==> src/design/asc_pkg.sv <==
// Shared constants and types for the serial command and conversion control block.
// Assumes one 125 MHz core clock; the analog core supplies results on the same clock.
package asc_pkg;
	// Geometry
	localparam int NUM_CH   = 8;
	localparam int RES_BITS = 14;

	// Command byte layout
	localparam int          BIT_START  = 7;
	localparam int          CHAN_HI    = 6;
	localparam int          CHAN_LO    = 4;
	localparam logic [3:0]  START_TAIL = 4'h0;
	localparam logic [3:0]  MODE_TAIL  = 4'h8;

	// Conversion method / power codes
	localparam logic [2:0] MODE_XCLK  = 3'h0;
	localparam logic [2:0] MODE_XACQ  = 3'h1;
	localparam logic [2:0] MODE_INT   = 3'h2;
	localparam logic [2:0] MODE_RSV3  = 3'h3;
	localparam logic [2:0] MODE_RESET = 3'h4;
	localparam logic [2:0] MODE_RSV5  = 3'h5;
	localparam logic [2:0] MODE_PPD   = 3'h6;
	localparam logic [2:0] MODE_FPD   = 3'h7;
	localparam logic [2:0] MODE_RST_VAL = MODE_XCLK;

	// Range codes
	localparam logic [2:0] RNG_NONE   = 3'h0;
	localparam logic [2:0] RNG_SE_BQ  = 3'h1;
	localparam logic [2:0] RNG_SE_NH  = 3'h2;
	localparam logic [2:0] RNG_SE_PH  = 3'h3;
	localparam logic [2:0] RNG_SE_BH  = 3'h4;
	localparam logic [2:0] RNG_SE_N1  = 3'h5;
	localparam logic [2:0] RNG_SE_P1  = 3'h6;
	localparam logic [2:0] RNG_BIP_HI = 3'h7;
	localparam logic [2:0] RNG_DF_1   = 3'h1;
	localparam logic [2:0] RNG_DF_2   = 3'h4;
	localparam logic [2:0] RNG_DF_4   = 3'h7;

	// Full-scale span in reference units
	localparam logic [1:0] SPAN_HALF = 2'h0;
	localparam logic [1:0] SPAN_ONE  = 2'h1;
	localparam logic [1:0] SPAN_TWO  = 2'h2;
	localparam logic [1:0] SPAN_FOUR = 2'h3;

	// Sampling points and start-bit thresholds (remaining result bits)
	localparam logic [4:0] XCLK_SAMPLE_FALL = 5'h0E;
	localparam logic [4:0] XACQ_SAMPLE_FALL = 5'h10;
	localparam logic [4:0] INT_START_FALL   = 5'h08;
	localparam logic [4:0] BYTE_LAST_BIT    = 5'h07;
	localparam logic [4:0] RES_LOAD         = 5'h0E;
	localparam logic [4:0] LEFT_XCLK        = 5'h01;
	localparam logic [4:0] LEFT_XACQ        = 5'h05;
	localparam logic [4:0] LEFT_INT         = 5'h02;

	// Internal conversion clock timing
	localparam int         CORE_CLK_NS     = 8;
	localparam int         INT_CLK_NS      = 222;
	localparam int         INT_CLK_CYC     = INT_CLK_NS / CORE_CLK_NS;
	localparam int         SAMPLE_INT_CLKS = 11;
	localparam int         CONV_INT_CLKS   = 16;
	localparam logic [11:0] SAMPLE_CYC     = 12'(SAMPLE_INT_CLKS * INT_CLK_CYC);
	localparam logic [11:0] XACQ_END_CYC   = 12'(CONV_INT_CLKS * INT_CLK_CYC);
	localparam logic [11:0] INT_END_CYC    = 12'((SAMPLE_INT_CLKS + CONV_INT_CLKS) * INT_CLK_CYC);

	// Per-channel configuration
	typedef struct packed {
		logic       diff_single_select;
		logic [2:0] range;
	} asc_cfg_t;
	localparam asc_cfg_t CFG_RST_VAL = '{diff_single_select: 1'b0, range: RNG_BIP_HI};

	// Serial pins from the master
	typedef struct packed {
		logic cs_n;
		logic sclk;
		logic din;
	} asc_link_in_t;

	// Setup of the conversion in flight
	typedef struct packed {
		logic [2:0] chan;
		asc_cfg_t   cfg;
		logic [1:0] full_scale_span;
		logic       bipolar;
	} asc_conv_t;

	typedef enum logic [5:0] {
		PH_IDLE = 6'h01,
		PH_XCLK = 6'h02,
		PH_XACQ = 6'h04,
		PH_INTW = 6'h08,
		PH_CONV = 6'h10,
		PH_DONE = 6'h20
	} asc_phase_t;

	typedef struct packed {
		logic                                cs_m;
		logic                                cs_s;
		logic                                sclk_m;
		logic                                sclk_s;
		logic                                sclk_p;
		logic                                din_m;
		logic                                din_s;
		logic [3:0]                          in_cnt;
		logic [7:0]                          in_sh;
		logic [2:0]                          mode;
		logic [NUM_CH-1:0][3:0]              cfg;
		asc_phase_t                          phase;
		logic [4:0]                          fall_cnt;
		logic [11:0]                         tmr;
		logic [RES_BITS-1:0]                 res_sh;
		logic [4:0]                          out_left;
		logic                                dout;
		logic                                dout_oe;
		logic                                strobe;
		logic                                sample;
		asc_conv_t                           conv;
	} asc_state_t;
endpackage

==> src/design/asc_top.sv <==
// Serial command decoder and conversion sequencer of a 14-bit multirange converter.
// Assumes pins come straight from the master (asynchronous) and the analog core
// hands its result on i_conv_result in the core clock domain.
`timescale 1ns/1ns

// Function
// - Single-ended configs decode to bipolar or unipolar half, one or two spans.
// - Differential codes 001, 100, 111 give one, two, four spans; others reserved.
// - Each analog input keeps its own diff/single choice and range.
// - A command starts at the first high input bit while chip select low.
// - Idle: start accepted when no conversion runs and all result bits left.
// - External clock mode: start accepted once bits thirteen to one left.
// - External acquisition mode: start accepted once bits thirteen to five left.
// - Internal clock mode: start accepted once bits thirteen to two left.
// - Result leaves in offset binary, top bit first; later bits change on falling clock, internal modes set the top bit at conversion end.
// - Results are fourteen bits wide.
// - One three-bit mode register, set by a mode command byte, selects method and power state.
// - External clock mode: serial clock runs conversion; sample at fourteenth fall.
// - External clock mode: done strobe stays low.
// - External acquisition: serial clock sets capture, internal clock converts.
// - Internal clock mode: own clock samples and converts without serial clocks.
// - Select low: sample input on rise, drive output on fall; else float.
// - Mode codes: 0,1,2 methods, 4 reset, 6 partial, 7 full down.
// - Reset code restores external clock mode and default channel configs.
module asc_top (
	input  wire logic                              i_core_clk,
	input  wire logic                              i_srst,
	input  wire asc_pkg::asc_link_in_t             i_link,
	input  wire logic [asc_pkg::RES_BITS-1:0]      i_conv_result,
	output logic                                   o_dout,
	output logic                                   o_dout_oe,
	output logic                                   o_conversion_done_strobe,
	output logic                                   o_sample_pulse,
	output logic [2:0]                             o_mode,
	output asc_pkg::asc_conv_t                     o_conv
);

	// Accepts a configuration nibble unless it is a reserved code
	function automatic logic cfg_ok(input logic [3:0] c);
		logic ok;
		ok = 1'b0;
		if (c[3]) begin
			ok = (c[2:0] == asc_pkg::RNG_DF_1) || (c[2:0] == asc_pkg::RNG_DF_2) ||
			     (c[2:0] == asc_pkg::RNG_DF_4);
		end else begin
			ok = (c[2:0] != asc_pkg::RNG_NONE);
		end
		return ok;
	endfunction

	// True for the three conversion methods, false for power-down codes
	function automatic logic is_method(input logic [2:0] m);
		logic r;
		r = (m == asc_pkg::MODE_XCLK) || (m == asc_pkg::MODE_XACQ) || (m == asc_pkg::MODE_INT);
		return r;
	endfunction

	// Span and polarity of a stored configuration
	function automatic logic [2:0] span_of(input logic [3:0] c);
		logic [2:0] r;
		r = {asc_pkg::SPAN_TWO, 1'b1};
		if (c[3]) begin
			case (c[2:0])
				asc_pkg::RNG_DF_1: r = {asc_pkg::SPAN_ONE, 1'b1};
				asc_pkg::RNG_DF_2: r = {asc_pkg::SPAN_TWO, 1'b1};
				default:           r = {asc_pkg::SPAN_FOUR, 1'b1};
			endcase
		end else begin
			case (c[2:0])
				asc_pkg::RNG_SE_BQ: r = {asc_pkg::SPAN_HALF, 1'b1};
				asc_pkg::RNG_SE_NH: r = {asc_pkg::SPAN_HALF, 1'b0};
				asc_pkg::RNG_SE_PH: r = {asc_pkg::SPAN_HALF, 1'b0};
				asc_pkg::RNG_SE_BH: r = {asc_pkg::SPAN_ONE, 1'b1};
				asc_pkg::RNG_SE_N1: r = {asc_pkg::SPAN_ONE, 1'b0};
				asc_pkg::RNG_SE_P1: r = {asc_pkg::SPAN_ONE, 1'b0};
				default:            r = {asc_pkg::SPAN_TWO, 1'b1};
			endcase
		end
		return r;
	endfunction

	asc_pkg::asc_state_t s_r;
	asc_pkg::asc_state_t s_nxt;

	// Next-state logic
	always_comb begin
		logic       rise;
		logic       fall;
		logic       sel;
		logic       ok;
		logic [7:0] b;
		logic [4:0] cnt_n;
		logic [2:0] sp;
		rise  = 1'b0;
		fall  = 1'b0;
		sel   = 1'b0;
		ok    = 1'b0;
		b     = 8'h00;
		cnt_n = 5'h00;
		sp    = 3'h0;
		s_nxt = s_r;
		s_nxt.sample = 1'b0;

		// Two-flop synchronisers, then edge detection on the second flop
		s_nxt.cs_m   = i_link.cs_n;
		s_nxt.cs_s   = s_r.cs_m;
		s_nxt.sclk_m = i_link.sclk;
		s_nxt.sclk_s = s_r.sclk_m;
		s_nxt.sclk_p = s_r.sclk_s;
		s_nxt.din_m  = i_link.din;
		s_nxt.din_s  = s_r.din_m;
		sel  = ~s_r.cs_s;
		rise = sel & s_r.sclk_s & ~s_r.sclk_p;
		fall = sel & ~s_r.sclk_s & s_r.sclk_p;
		s_nxt.dout_oe = sel;

		// Start-bit qualification per phase and method
		case (s_r.phase)
			asc_pkg::PH_IDLE: ok = (s_r.out_left == 5'h00);
			asc_pkg::PH_XCLK: ok = (s_r.fall_cnt >= asc_pkg::XCLK_SAMPLE_FALL) &&
			                       (s_r.out_left <= asc_pkg::LEFT_XCLK);
			asc_pkg::PH_DONE: begin
				if (s_r.mode == asc_pkg::MODE_XACQ) begin
					ok = (s_r.out_left <= asc_pkg::LEFT_XACQ);
				end else begin
					ok = (s_r.out_left <= asc_pkg::LEFT_INT);
				end
			end
			default: ok = 1'b0;
		endcase

		// Chip select high drops any partial byte
		if (!sel) begin
			s_nxt.in_cnt = 4'h0;
		end

		// Command byte capture on rising serial clock
		if (rise) begin
			if (s_r.in_cnt == 4'h0) begin
				if (s_r.din_s && ok) begin
					s_nxt.in_cnt   = 4'h1;
					s_nxt.in_sh    = 8'h01;
					s_nxt.strobe   = 1'b0;
					s_nxt.fall_cnt = 5'h00;
					s_nxt.out_left = 5'h00;
					s_nxt.phase    = asc_pkg::PH_IDLE;
				end
			end else begin
				s_nxt.in_sh  = {s_r.in_sh[6:0], s_r.din_s};
				s_nxt.in_cnt = s_r.in_cnt + 4'h1;
				if ({1'b0, s_r.in_cnt} == asc_pkg::BYTE_LAST_BIT) begin
					b = {s_r.in_sh[6:0], s_r.din_s};
					s_nxt.in_cnt = 4'h0;
					if (b[3:0] == asc_pkg::START_TAIL) begin
						// Conversion start; setup kept while powered down
						sp = span_of(s_r.cfg[b[asc_pkg::CHAN_HI:asc_pkg::CHAN_LO]]);
						if (is_method(s_r.mode)) begin
							s_nxt.conv.chan            = b[asc_pkg::CHAN_HI:asc_pkg::CHAN_LO];
							s_nxt.conv.cfg             = s_r.cfg[b[asc_pkg::CHAN_HI:asc_pkg::CHAN_LO]];
							s_nxt.conv.full_scale_span = sp[2:1];
							s_nxt.conv.bipolar         = sp[0];
						end
						case (s_r.mode)
							asc_pkg::MODE_XCLK: s_nxt.phase = asc_pkg::PH_XCLK;
							asc_pkg::MODE_XACQ: s_nxt.phase = asc_pkg::PH_XACQ;
							asc_pkg::MODE_INT:  s_nxt.phase = asc_pkg::PH_INTW;
							default:            s_nxt.phase = asc_pkg::PH_IDLE;
						endcase
					end else if (b[3:0] == asc_pkg::MODE_TAIL) begin
						case (b[asc_pkg::CHAN_HI:asc_pkg::CHAN_LO])
							asc_pkg::MODE_RESET: begin
								s_nxt.mode = asc_pkg::MODE_RST_VAL;
								for (int i = 0; i < asc_pkg::NUM_CH; i++) begin
									s_nxt.cfg[i] = asc_pkg::CFG_RST_VAL;
								end
							end
							asc_pkg::MODE_RSV3: s_nxt.mode = s_r.mode;
							asc_pkg::MODE_RSV5: s_nxt.mode = s_r.mode;
							default: s_nxt.mode = b[asc_pkg::CHAN_HI:asc_pkg::CHAN_LO];
						endcase
					end else if (cfg_ok(b[3:0])) begin
						s_nxt.cfg[b[asc_pkg::CHAN_HI:asc_pkg::CHAN_LO]] = b[3:0];
					end
				end
			end
		end

		// Falling serial clock: count, shift result, sampling points
		if (fall) begin
			cnt_n = (s_r.fall_cnt == 5'h1F) ? s_r.fall_cnt : s_r.fall_cnt + 5'h01;
			s_nxt.fall_cnt = cnt_n;
			if (s_r.out_left != 5'h00) begin
				s_nxt.res_sh   = {s_r.res_sh[asc_pkg::RES_BITS-2:0], 1'b0};
				s_nxt.dout     = s_r.res_sh[asc_pkg::RES_BITS-2];
				s_nxt.out_left = s_r.out_left - 5'h01;
				if (s_r.out_left == 5'h01) begin
					s_nxt.phase = asc_pkg::PH_IDLE;
				end
			end
			case (s_r.phase)
				asc_pkg::PH_XCLK: begin
					if (cnt_n == asc_pkg::XCLK_SAMPLE_FALL) begin
						s_nxt.sample   = 1'b1;
						s_nxt.res_sh   = i_conv_result;
						s_nxt.dout     = i_conv_result[asc_pkg::RES_BITS-1];
						s_nxt.out_left = asc_pkg::RES_LOAD;
					end
				end
				asc_pkg::PH_XACQ: begin
					if (cnt_n == asc_pkg::XACQ_SAMPLE_FALL) begin
						s_nxt.sample = 1'b1;
						s_nxt.phase  = asc_pkg::PH_CONV;
						s_nxt.tmr    = 12'h000;
					end
				end
				asc_pkg::PH_INTW: begin
					if (cnt_n == asc_pkg::INT_START_FALL) begin
						s_nxt.phase = asc_pkg::PH_CONV;
						s_nxt.tmr   = 12'h000;
					end
				end
				default: s_nxt.tmr = s_r.tmr;
			endcase
		end

		// Internal conversion clock timing, no serial clocks needed
		if (s_r.phase == asc_pkg::PH_CONV) begin
			s_nxt.tmr = s_r.tmr + 12'h001;
			if (s_r.mode == asc_pkg::MODE_INT && s_r.tmr == asc_pkg::SAMPLE_CYC - 12'h001) begin
				s_nxt.sample = 1'b1;
			end
			if ((s_r.mode == asc_pkg::MODE_XACQ && s_r.tmr == asc_pkg::XACQ_END_CYC - 12'h001) ||
			    (s_r.mode != asc_pkg::MODE_XACQ && s_r.tmr == asc_pkg::INT_END_CYC - 12'h001)) begin
				s_nxt.phase    = asc_pkg::PH_DONE;
				s_nxt.res_sh   = i_conv_result;
				s_nxt.dout     = i_conv_result[asc_pkg::RES_BITS-1];
				s_nxt.out_left = asc_pkg::RES_LOAD;
				s_nxt.strobe   = 1'b1;
			end
		end

		// Done strobe never rises in external clock mode
		if (s_r.mode == asc_pkg::MODE_XCLK) begin
			s_nxt.strobe = 1'b0;
		end
	end

	// State register
	always_ff @(posedge i_core_clk) begin
		if (i_srst) begin
			s_r        <= '0;
			s_r.cs_m   <= 1'b1;
			s_r.cs_s   <= 1'b1;
			s_r.phase  <= asc_pkg::PH_IDLE;
			s_r.mode   <= asc_pkg::MODE_RST_VAL;
			s_r.cfg    <= {asc_pkg::NUM_CH{asc_pkg::CFG_RST_VAL}};
		end else begin
			s_r <= s_nxt;
		end
	end

	// Outputs straight from the state register
	assign o_dout                   = s_r.dout;
	assign o_dout_oe                = s_r.dout_oe;
	assign o_conversion_done_strobe = s_r.strobe;
	assign o_sample_pulse           = s_r.sample;
	assign o_mode                   = s_r.mode;
	assign o_conv                   = s_r.conv;

endmodule // asc_top

==> config.mk <==
export PLATFORM = sky130hd
export DESIGN_NAME = asc_top
export DESIGN_NICKNAME = d
export VERILOG_FILES = /design/src/design/asc_pkg.sv /design/src/design/asc_top.sv
export SDC_FILE = /design/constraint.sdc
export NUM_CORES = 1
export LEC_CHECK = 0
export BUFFER_PORTS_ARGS = -buffer_cell sky130_fd_sc_hd__buf_2
export CORE_MARGIN = 4
export CORE_UTILIZATION = 40
export DETAILED_ROUTE_END_ITERATION = 8
export PLACE_DENSITY = 0.68
export SYNTH_ARGS = -nofsm -noshare
export SYNTH_HDL_FRONTEND = slang
export SYNTH_SLANG_ARGS = --single-unit
==> constraint.sdc <==
create_clock -name i_core_clk -period 4 [get_ports i_core_clk]
set_input_delay 0.6 -clock i_core_clk [delete_from_list [all_inputs] [get_ports i_core_clk]]
set_output_delay 0.6 -clock i_core_clk [all_outputs]
set_load 0.01 [all_outputs]
==> results.md, run 1 <==
* CP max stage cell: nor4_4
* Worst endpoint required time at 4.27 ns
* Via density at 5.731
* Period utilization at 69.23%
* Cells after Synth at 603
* Rows at 41
* Fin. Hold Viols at 0
* Crit Path Category: reg2reg
* Reg2Reg Depth at 7
* Status: complete, no violations
* Global Route Usage Sum at 16.30%
* FMAX at 361.1 MHz
* CP Capture Type: register
* Core ar. at 12820 sq um
* Vias at 4459
* Ratio of cells with drive above 1 in the final layout at a little over an eighth
* Setup-failing EPs final at 0
* Worst-Margin Slew at 1.041 ns
* Async SR Flop Fraction at 0%
* First-pass GRT wire length at 20090 um
* Synth top area share at 40.27%
* DRT iter0 DRCs at 345
* Remaining DRCs at 0
* DR pass1 iterations at 5
* VDD IR-drop max at roughly 0.00022 V
* Clock Tree Root: clkbuf_16
* Die area at between 15000 and 20000 sq um
* Clock buffer depth at 2
* Initial antenna violation count at 0
* Min-Delay Path Depth at 1
* IO buf count at 35
* Avg WL per Cell at 15.51 um
* Cell breakdown of the critical path: ha_1 > nand4_1 > mux2i_1 > nor4_4 > o21a_1 > o22ai_1 > a211oi_1
* Sink Count at 107
* Placer congestion estimate at 0.8514
* Sequential area share after synthesis at a little over 40%
* Placed Cells at 762
* EDFF count, synth at 0
* Die Ht at between 100 and 150 um
* Die width at 123.3 um
* Top post-synthesis cells by area: dfxtp_1, mux2i_1, nand2_1
* Gr ovfl total at 0
* Leak at 0.002088 uW
* Fin Clk Skew at 0.006020 ns
* Max-slew violations at 0
* Crit Path Max Fanout at 11
* Minimum clock period after layout at 2.769 ns
* Crit path DAT at a little over 3 ns
* Largest net degree at the start of global routing at 48
* Setup TNS at 0 ns
* Fin cells at between 700 and 800
* TritonCTS Buffers at 9
* Io pins at 36
* DRT Wirelength at 12070 um
* CTS tree: built
* Max_slew headroom at 30.47%
* CP peak stage delay at 0.51 ns
* Synthesized flop and latch total at 107
* Syn nets at roughly 630
* Final #Nets at 630
* CTS resizes at 0
* Vias in the first global route at 4172
* H-tree depth at 3
* Avg Cell Area, Syn at between 8 and 9 sq um
* Clock latency on the worst-skew pair at about 0.35 ns
* Area Growth Syn to Fin at 8.304%
* Tot Pwr at 1971 uW
* PD cells at 342.2 nW/um^2
* Max-cap violations at 0
* Clk slew on worst S/H paths at 0.07 ns
* Post-DP HPWL at 8363 um
* ANT cells at 0
* Class of the worst hold path: reg2reg
* Initial core utilization at 41.47%
* Remaining antenna violation count after routing at 0
* CTS Hold Bufs at 0
* RSZ-0062 raised after global routing: no
* Unique cell type count in the Yosys netlist at a little under 70
* Largest area contributor in the netlist: dfxtp_1
* Post-CTS Setup Bufs at 0
* Synth Warn # at 0
* Mapped cell area at 5319 sq um
* Startpoint types: register
* Most common flop cell mapped by yosys: dfxtp_1
* Final hold slack at roughly 0.42 ns
==> path summary, 6_finish.rpt <==
path              slack [ns]        from        to
setup / recovery        1.23     s_r[46]   s_r[24]
hold / removal          0.42  s_nxt[108]  s_r[108]
hold reg to reg         0.42  s_nxt[108]  s_r[108]
setup reg to reg        1.23     s_r[46]   s_r[24]
==> synth_stat cells (10+ instances only) <==
cell type,count
mux2i_1,23
nand3_1,27
o22ai_1,11
inv_1,13
nand2b_1,10
buf_2,10
nor2b_1,11
nor3b_1,11
buf_4,15
nand2_1,54
clkbuf_1,24
ha_1,10
a211oi_1,17
o21ai_0,25
a21oi_1,37
nor2_1,54
dfxtp_1,107
nor3_1,16
nand4_1,10
==> power breakdown <==
| group | leakage, uW | switching, uW | internal (uW) |
|---|---|---|---|
| clock | 0.000135 | 415 | 445 |
| sequential | 0.000864 | 3.78 | 1070 |
| combinational | 0.00109 | 26.1 | 13.8 |
==> metal layers <==
| layer | track usage, % | up-vias | routed length [um] |
|---|---|---|---|
| li1 | - | 2183 | - |
| met1 | 20.83 | 2131 | 5409 |
| met2 | 26.78 | 123 | 5813 |
| met3 | 4.163 | 22 | 616 |
| met4 | 5.606 | 0 | 225 |
| met5 | 0 | - | 0 |
==> cells in the final DEF, fill, tap and decap left out, types with 4 or more instances in the layout <==
cell type  instances
and3b_1            5
a311oi_1           7
ha_1              10
nand3_1           27
or3_1              4
mux2i_1           23
or2_2              4
nor2b_1           11
nor3_1            16
mux4_2             8
dfxtp_1          107
a31oi_1            5
o21ai_0           25
clkbuf_16          9
and3_1             5
nand2_1           54
nor3b_1           11
buf_2             35
nand2b_1          10
nor2_1            54
nand4_1           10
a211oi_1          17
a22o_1             6
inv_1             13
a21oi_1           37
o211ai_1           8
o22ai_1           11
==> metrics by stage <==
stage	util [%]	setup WS [ns]	cell area, sq um
after floorplan	-	1.766	5319
after global placement	42.66	1.359	5472
after detailed placement	42.66	1.244	5472
after CTS	44.92	1.236	5761
after global routing	44.92	0.9465	5761
final	44.92	1.231	5761
==> layout make-up <==
| class | instances | area [sq um] |
|---|---|---|
| Timing Repair Buffer | 38 | 197.7 |
| Multi-Input combinational cell | 432 | 2868 |
| Sequential cell | 107 | 2142 |
| Fill cell | 1260 | 7064 |
| Clock buffer | 10 | 239.0 |
| Inverter | 13 | 48.80 |
| Tap cell | 172 | 215.2 |
| Clock inverter | 6 | 50.05 |
==> critical path: cells and delay by family (launching register included) <==
kind	cells	cell delay, ns
muxes	1	0.22
AOI/OAI and AO/OA	3	0.86
and+or+nand+nor	2	0.77
adders and majority gates	1	0.36
DFF	1	0.46
==> kinds of logic after synthesis <==
family	share of synthesized area, %
AOI/OAI and AO/OA	18.28
xor gates and xnor gates	0.8235
adders and majority gates	2.352
buffers and inverters	5.811
DFF	40.27
muxes	8.351
and+or+nand+nor	24.11
==> state kept, by name, indices dropped and copies added, names as in the netlist <==
name                      flops
s_r                          86
o_conv                       10
s_nxt                         4
o_mode                        3
o_conversion_done_strobe      1
o_dout                        1
o_dout_oe                     1
o_sample_pulse                1
(Power assumes the default switching activity.)
==> run 2: changes to the inputs <==
--- a/config.mk
+++ b/config.mk
@@ -5,11 +5,12 @@
 export SDC_FILE = /design/constraint.sdc
 export NUM_CORES = 1
 export LEC_CHECK = 0
+export ABC_AREA = 1
 export BUFFER_PORTS_ARGS = -buffer_cell sky130_fd_sc_hd__buf_2
 export CORE_MARGIN = 4
 export CORE_UTILIZATION = 40
 export DETAILED_ROUTE_END_ITERATION = 8
-export PLACE_DENSITY = 0.68
+export PLACE_DENSITY = 0.67
 export SYNTH_ARGS = -nofsm -noshare
 export SYNTH_HDL_FRONTEND = slang
 export SYNTH_SLANG_ARGS = --single-unit
==> constraint.sdc (replaced) <==
create_clock -name i_core_clk -period 2.9 [get_ports i_core_clk]
set_input_delay 0.435 -clock i_core_clk [delete_from_list [all_inputs] [get_ports i_core_clk]]
set_output_delay 0.435 -clock i_core_clk [all_outputs]
set_load 0.01 [all_outputs]
==> results.md, run 2 <==
* Status: complete, no violations
* Fin. Hold Viols at 0
* Class of the worst hold path: in2reg
* Seq pwr share at 50.3%
* Die Ht at 131.9 um
* Crit path DAT at 2.54 ns
* Vias at 5882
* CP max stage cell: dfxtp_1
* Synth top area share at 34.90%
* Async SR Flop Fraction at 0%
* Largest area contributor in the netlist: dfxtp_1
* Period utilization at 77.38%
* DR pass1 iterations at 5
* PD cells at 441.1 nW/um^2
* Unique cell type count in the Yosys netlist at 41
* DRT Wirelength at 15270 um
* Die width at around 130 um
* Remaining antenna violation count after routing at 0
* Syn nets at 957
* FMAX at 445.6 MHz
* TritonCTS Buffers at 9
* First-pass GRT wire length at 25810 um
* Avg WL per Cell at approximately 14 um
* Setup TNS at 0 ns
* Total net switching power at 614.0 uW
* Io pins at 36
* Clock buffer depth at 2
* Via density at 5.233
* Clk slew on worst S/H paths at 0.07 ns
* RSZ-0062 raised after global routing: no
* Die area at 17390 sq um
* Post-DP HPWL at between 10000 and 15000 um
* Mapped cell area at 6138 sq um
* Crit Path Max Fanout at 15
* Max-cap violations at 0
* Final hold slack at roughly 0.26 ns
* Top post-synthesis cells by area: dfxtp_1, nand2_1, nand3_1
* Post-DP Area at 6329 sq um
* Minimum clock period after layout at 2.244 ns
* VDD IR-drop max at 0.0002931 V
* Initial core utilization at 40.53%
* Worst Setup EP: s_r[17]
* Reg-to-reg critical path startpoint: s_r[46]
* CTS Hold Bufs at 0
* Switch share at around a fifth
* Largest register FFs at between 80 and 90
* Gate power share at 2.4%
* Post-synth top cells: nand2_1, dfxtp_1, inv_1
* CTS resizes at 0
* Worst endpoint required time at roughly 3.2 ns
* Cells after Synth at 928
* Internal at roughly 2300 uW
* ANT cells at 0
* Most common flop cell mapped by yosys: dfxtp_1
* Max_slew headroom at 49.23%
* Largest Register: s_r
* R2r setup slk at 0.66 ns
* Avg Cell Area, Syn at 6.615 sq um
* Top-count cell post-synth: nand2_1
* DRT iter0 DRCs at 548
* Most frequent cells in the layout: nand2_1, dfxtp_1, inv_1
* Sink Count at around 110
* Vias in the first global route at approximately 5200
* Setup-failing EPs final at 0
* Reg2Reg Depth at 13
* Initial antenna violation count at 0
* Global Route Usage Sum at 17.56%
* Largest net degree at the start of global routing at 42
* Clock latency on the worst-skew pair at 0.35 ns
* Synth Warn # at 0
* Clock Tree Root: clkbuf_16
* Area Growth Syn to Fin at 8.622%
* Clock Power Share at 47.3%
* IO buf count at 35
* EDFF count, synth at 0
* Sequential area share after synthesis at 34.90%
* Startpoint types: register
* CP peak stage delay at 0.44 ns
* Most common cell after layout, fill and taps aside: nand2_1
* Final #Nets at 960
* Ratio of cells with drive above 1 in the final layout at 10.15%
* Worst-Margin Slew at 0.7608 ns
* Fin Clk Skew at 0.007627 ns
* Placer congestion estimate at 0.8837
* Core ar. at between 15000 and 20000 sq um
* Tot Pwr at a little under 3000 uW
* CP Capture Type: register
* Synthesized flop and latch total at 107
* Post-CTS Setup Bufs at 0
* CTS tree: built
* Remaining DRCs at 0
* H-tree depth at 3
* Fin area at ~6700 sq um
* Worst R2R End: s_r[17]
* Gr ovfl total at 0
* Cell breakdown of the critical path: ha_1 > nand3_2 > nor2_4 > nand2_1 > nand2_2 > inv_2 > nor2_4 > nand3_2 > nand2_1 > inv_1 > nand3_1 > nand2_1 > inv_1
* Critical Path Source: s_r[46]
* Leak at 0.002930 uW
* CP most frequent cell: nand2_1
* Max-slew violations at 0
* Crit Path Category: reg2reg
* Rows at between 40 and 50
## run 2: worst max-delay path, delay by kind of cell (launching register included)
| family | cells | cell delay, ns |
|---|---|---|
| DFF | 1 | 0.44 |
| and+or+nand+nor | 9 | 1.31 |
| buffers and inverters | 3 | 0.18 |
| adders and majority gates | 1 | 0.24 |
## run 2: power by group through the flow
stage	Sequential (uW)	Combinational, uW	Clock (uW)
3_3_place_gp	1510	70.9	0
3_5_place_dp	1510	70.5	0
6_report	1480	70.8	1390
4_1_cts	1480	70.9	1420
5_1_grt	1480	78.4	1500
2_1_floorplan	1510	46.6	0
## run 2: final cells by class
type,instances,area [sq um]
flip-flops and latches,107,2142
inverters,113,426.7
clock buffers,13,270.3
multi-input cells,656,3282
repair buffers,44,242.7
fillers,1530,8478
well taps,188,235.2
clock inverters,3,68.82
## run 2: worst min-delay path by stage
stage | from | end | slack (ns) | depth (start not counted)
2_1_floorplan | s_nxt[106] | s_nxt[105] | 0.39 | 2
3_3_place_gp | s_nxt[106] | s_nxt[105] | 0.39 | 2
3_5_place_dp | s_nxt[103] | s_r[103] | 0.39 | 2
4_1_cts | i_link[2] | s_nxt[108] | 0.25 | 2
5_1_grt | i_link[2] | s_nxt[108] | 0.26 | 2
6_report | i_link[2] | s_nxt[108] | 0.26 | 2
## run 2: per-stage QoR
step	worst slack, ns	util [%]	std cells
finish	0.6560	44.02	1124
global placement	0.7238	41.78	1108
global route	0.4492	44.02	1124
detailed placement	0.6992	41.78	1108
CTS	0.6684	44.02	1124
floorplan	1.117	-	928
## run 2: cells by family after synthesis
logic type	after synthesis	share of synthesized area, %
adder cells (fa/ha/maj)	10	2.038
AO/OA/AOI/OAI	171	15.74
AND/OR/NAND/NOR	471	35.12
XOR/XNOR	4	0.5707
buffers and inverters	165	11.64
flip-flops	107	34.90
## run 2: per-layer routing
| metal | global-route usage (%) | vias up | wire [um] |
|---|---|---|---|
| li1 | - | 3041 | - |
| met1 | 25.16 | 2676 | 7674 |
| met2 | 27.05 | 147 | 6629 |
| met3 | 3.244 | 18 | 751 |
| met4 | 4.842 | 0 | 214 |
| met5 | 0 | - | 0 |
==> run 3: changes to the inputs <==
--- a/config.mk
+++ b/config.mk
@@ -10,7 +10,7 @@
 export CORE_MARGIN = 4
 export CORE_UTILIZATION = 40
 export DETAILED_ROUTE_END_ITERATION = 8
-export PLACE_DENSITY = 0.67
+export PLACE_DENSITY = 0.69
 export SYNTH_ARGS = -nofsm -noshare
 export SYNTH_HDL_FRONTEND = slang
 export SYNTH_SLANG_ARGS = --single-unit
==> constraint.sdc (replaced) <==
create_clock -name i_core_clk -period 1.8 [get_ports i_core_clk]
set_input_delay 0.27 -clock i_core_clk [delete_from_list [all_inputs] [get_ports i_core_clk]]
set_output_delay 0.27 -clock i_core_clk [all_outputs]
set_load 0.01 [all_outputs]
==> results.md, run 3 (synthesis gave the netlist of run 2 again) <==
* Largest net degree at the start of global routing at 42
* Final #Nets at a little over 1000
* Avg WL per Cell at 13.32 um
* Crit path DAT at 2.03 ns
* CTS tree: built
* RSZ-0062 raised after global routing: yes
* GR Util met3 at 2.672%
* Largest Register: s_r
* Status: complete, no violations
* Global Route Usage Sum at 17.39%
* Period utilization at 99.63%
* CP most frequent cell: nor2_4
* TritonCTS Buffers at 9
* Most Crowded Layer GR: met2
* Die width at 131.9 um
* Core ar. at roughly 15000 sq um
* Final hold slack at 0.1092 ns
* Global Route met2 Usage at approximately a quarter
* Die area at 17390 sq um
* CP max stage cell: dfxtp_2
* CTS Hold Bufs at 0
* Most frequent cells in the layout: nand2_1, dfxtp_1, inv_1
* Cell breakdown of the critical path: ha_4 > nand3_4 > nor2_4 > nand2_2 > nand2_4 > inv_2 > nor2_4 > buf_12 > buf_8 > nand3b_1 > nand3_2 > a21oi_2
* Post-DP HPWL at about 11000 um
* Max_slew headroom at about two thirds
* H-tree depth at 3
* First-pass GRT wire length at 25740 um
* Area Growth Syn to Fin at 23.38%
* DRT Wirelength at 15960 um
* Initial antenna violation count at 0
* FMAX at 557.6 MHz
* IO buf count at 35
* Setup-failing EPs final at 0
* Max-cap violations at 0
* Initial core utilization at 40.53%
* Class of the worst hold path: in2reg
* Gr ovfl total at 0
* Clock Tree Root: clkbuf_16
* PD cells at around 610 nW/um^2
* Ratio of cells with drive above 1 in the final layout at 22.28%
* Worst-Margin Slew at 0.4756 ns
* Largest register FFs at 86
* Rows at 45
* Tot Pwr at 4626 uW
* Crit Path Category: reg2reg
* Sink Count at 107
* GR Util met1 at 25.30%
* Vias in the first global route at 5428
* Die Ht at 131.9 um
* VDD IR-drop max at 0.0003797 V
* DRT iter0 DRCs at approximately 470
* CP peak stage delay at around 0.36 ns
* Fin. Hold Viols at 0
* Placer congestion estimate at 0.8976
* Minimum clock period after layout at between 1.5 and 2 ns
* Max-slew violations at 0
* Remaining DRCs at 0
* Remaining antenna violation count after routing at 0
* Vias at 6200
* Crit Path Max Fanout at 7
* DR pass1 iterations at 5
* Worst endpoint required time at 2.04 ns
* Clock latency on the worst-skew pair at 0.35 ns
* Clock buffer depth at 2
* Via density at just over 5
* Fin Clk Skew at 0.01138 ns
* Io pins at 36
* Leak at 0.003345 uW
* CP Capture Type: register
* Startpoint types: register
* ANT cells at 0
* Most common cell after layout, fill and taps aside: nand2_1
* Clk slew on worst S/H paths at about 0.080 ns
-- run 3: where the power goes --
group          internal [uW]  leakage [uW]  switching (uW)
clock                   1120      0.000156             993
combinational           50.0       0.00232            86.0
sequential              2370      0.000870            5.42
total                   3540       0.00334            1080
-- run 3: layout make-up --
type	instances	area, sq um
clock inverters	7	92.59
clock buffers	9	225.2
well taps	188	235.2
fillers	1455	7572
multi-input cells	658	3538
flip-flops and latches	107	2158
repair buffers	115	875.8
inverters	113	440.4
repair inverters	1	7.507
-- run 3: through the flow --
stage          worst slack [ns]  cells  TNS [ns]  cell area (sq um)  util, %
2_1_floorplan           0.01692    928         0               6138        -
3_3_place_gp           0.001123   1165         0               6794    44.86
3_5_place_dp           -0.04546   1165   -0.3014               6794    44.86
4_1_cts                -0.01315   1181  -0.01315               7148    47.20
5_1_grt                -0.09501   1198    -1.405               7574    50.00
6_report               0.006647   1198         0               7574    50.00
-- run 3: what timing repair did --
action,in CTS,in global routing
setup buffers,0,14
gates cloned,0,3
resized for setup,10,80
endpoints found under the setup margin,30,90
pin swaps,2,40
-- run 3: worst max-delay path, delay by kind of cell (launching register included) --
family / cells / cell delay, ns
AOI/OAI and AO/OA: 1 / 0.05
adders and majority gates: 1 / 0.17
buffers and inverters: 3 / 0.32
DFF: 1 / 0.36
and+or+nand+nor: 7 / 0.77
-- run 3: path summary, 6_finish.rpt --
check                   from          to  slack [ns]  depth (start not counted)
setup / recovery     s_r[46]     s_r[20]       0.007                         12
hold / removal     i_link[2]  s_nxt[108]        0.11                          2
setup reg to reg     s_r[46]     s_r[20]       0.007                         12
hold reg to reg   s_nxt[106]  s_nxt[105]        0.39                          2
-- run 3: metal layers --
| metal | vias to the layer above | wire (um) |
|---|---|---|
| met4 | 0 | 195 |
| met2 | 171 | 7231 |
| met1 | 2819 | 7668 |
| met5 | - | 0 |
| met3 | 17 | 863 |
| li1 | 3193 | - |
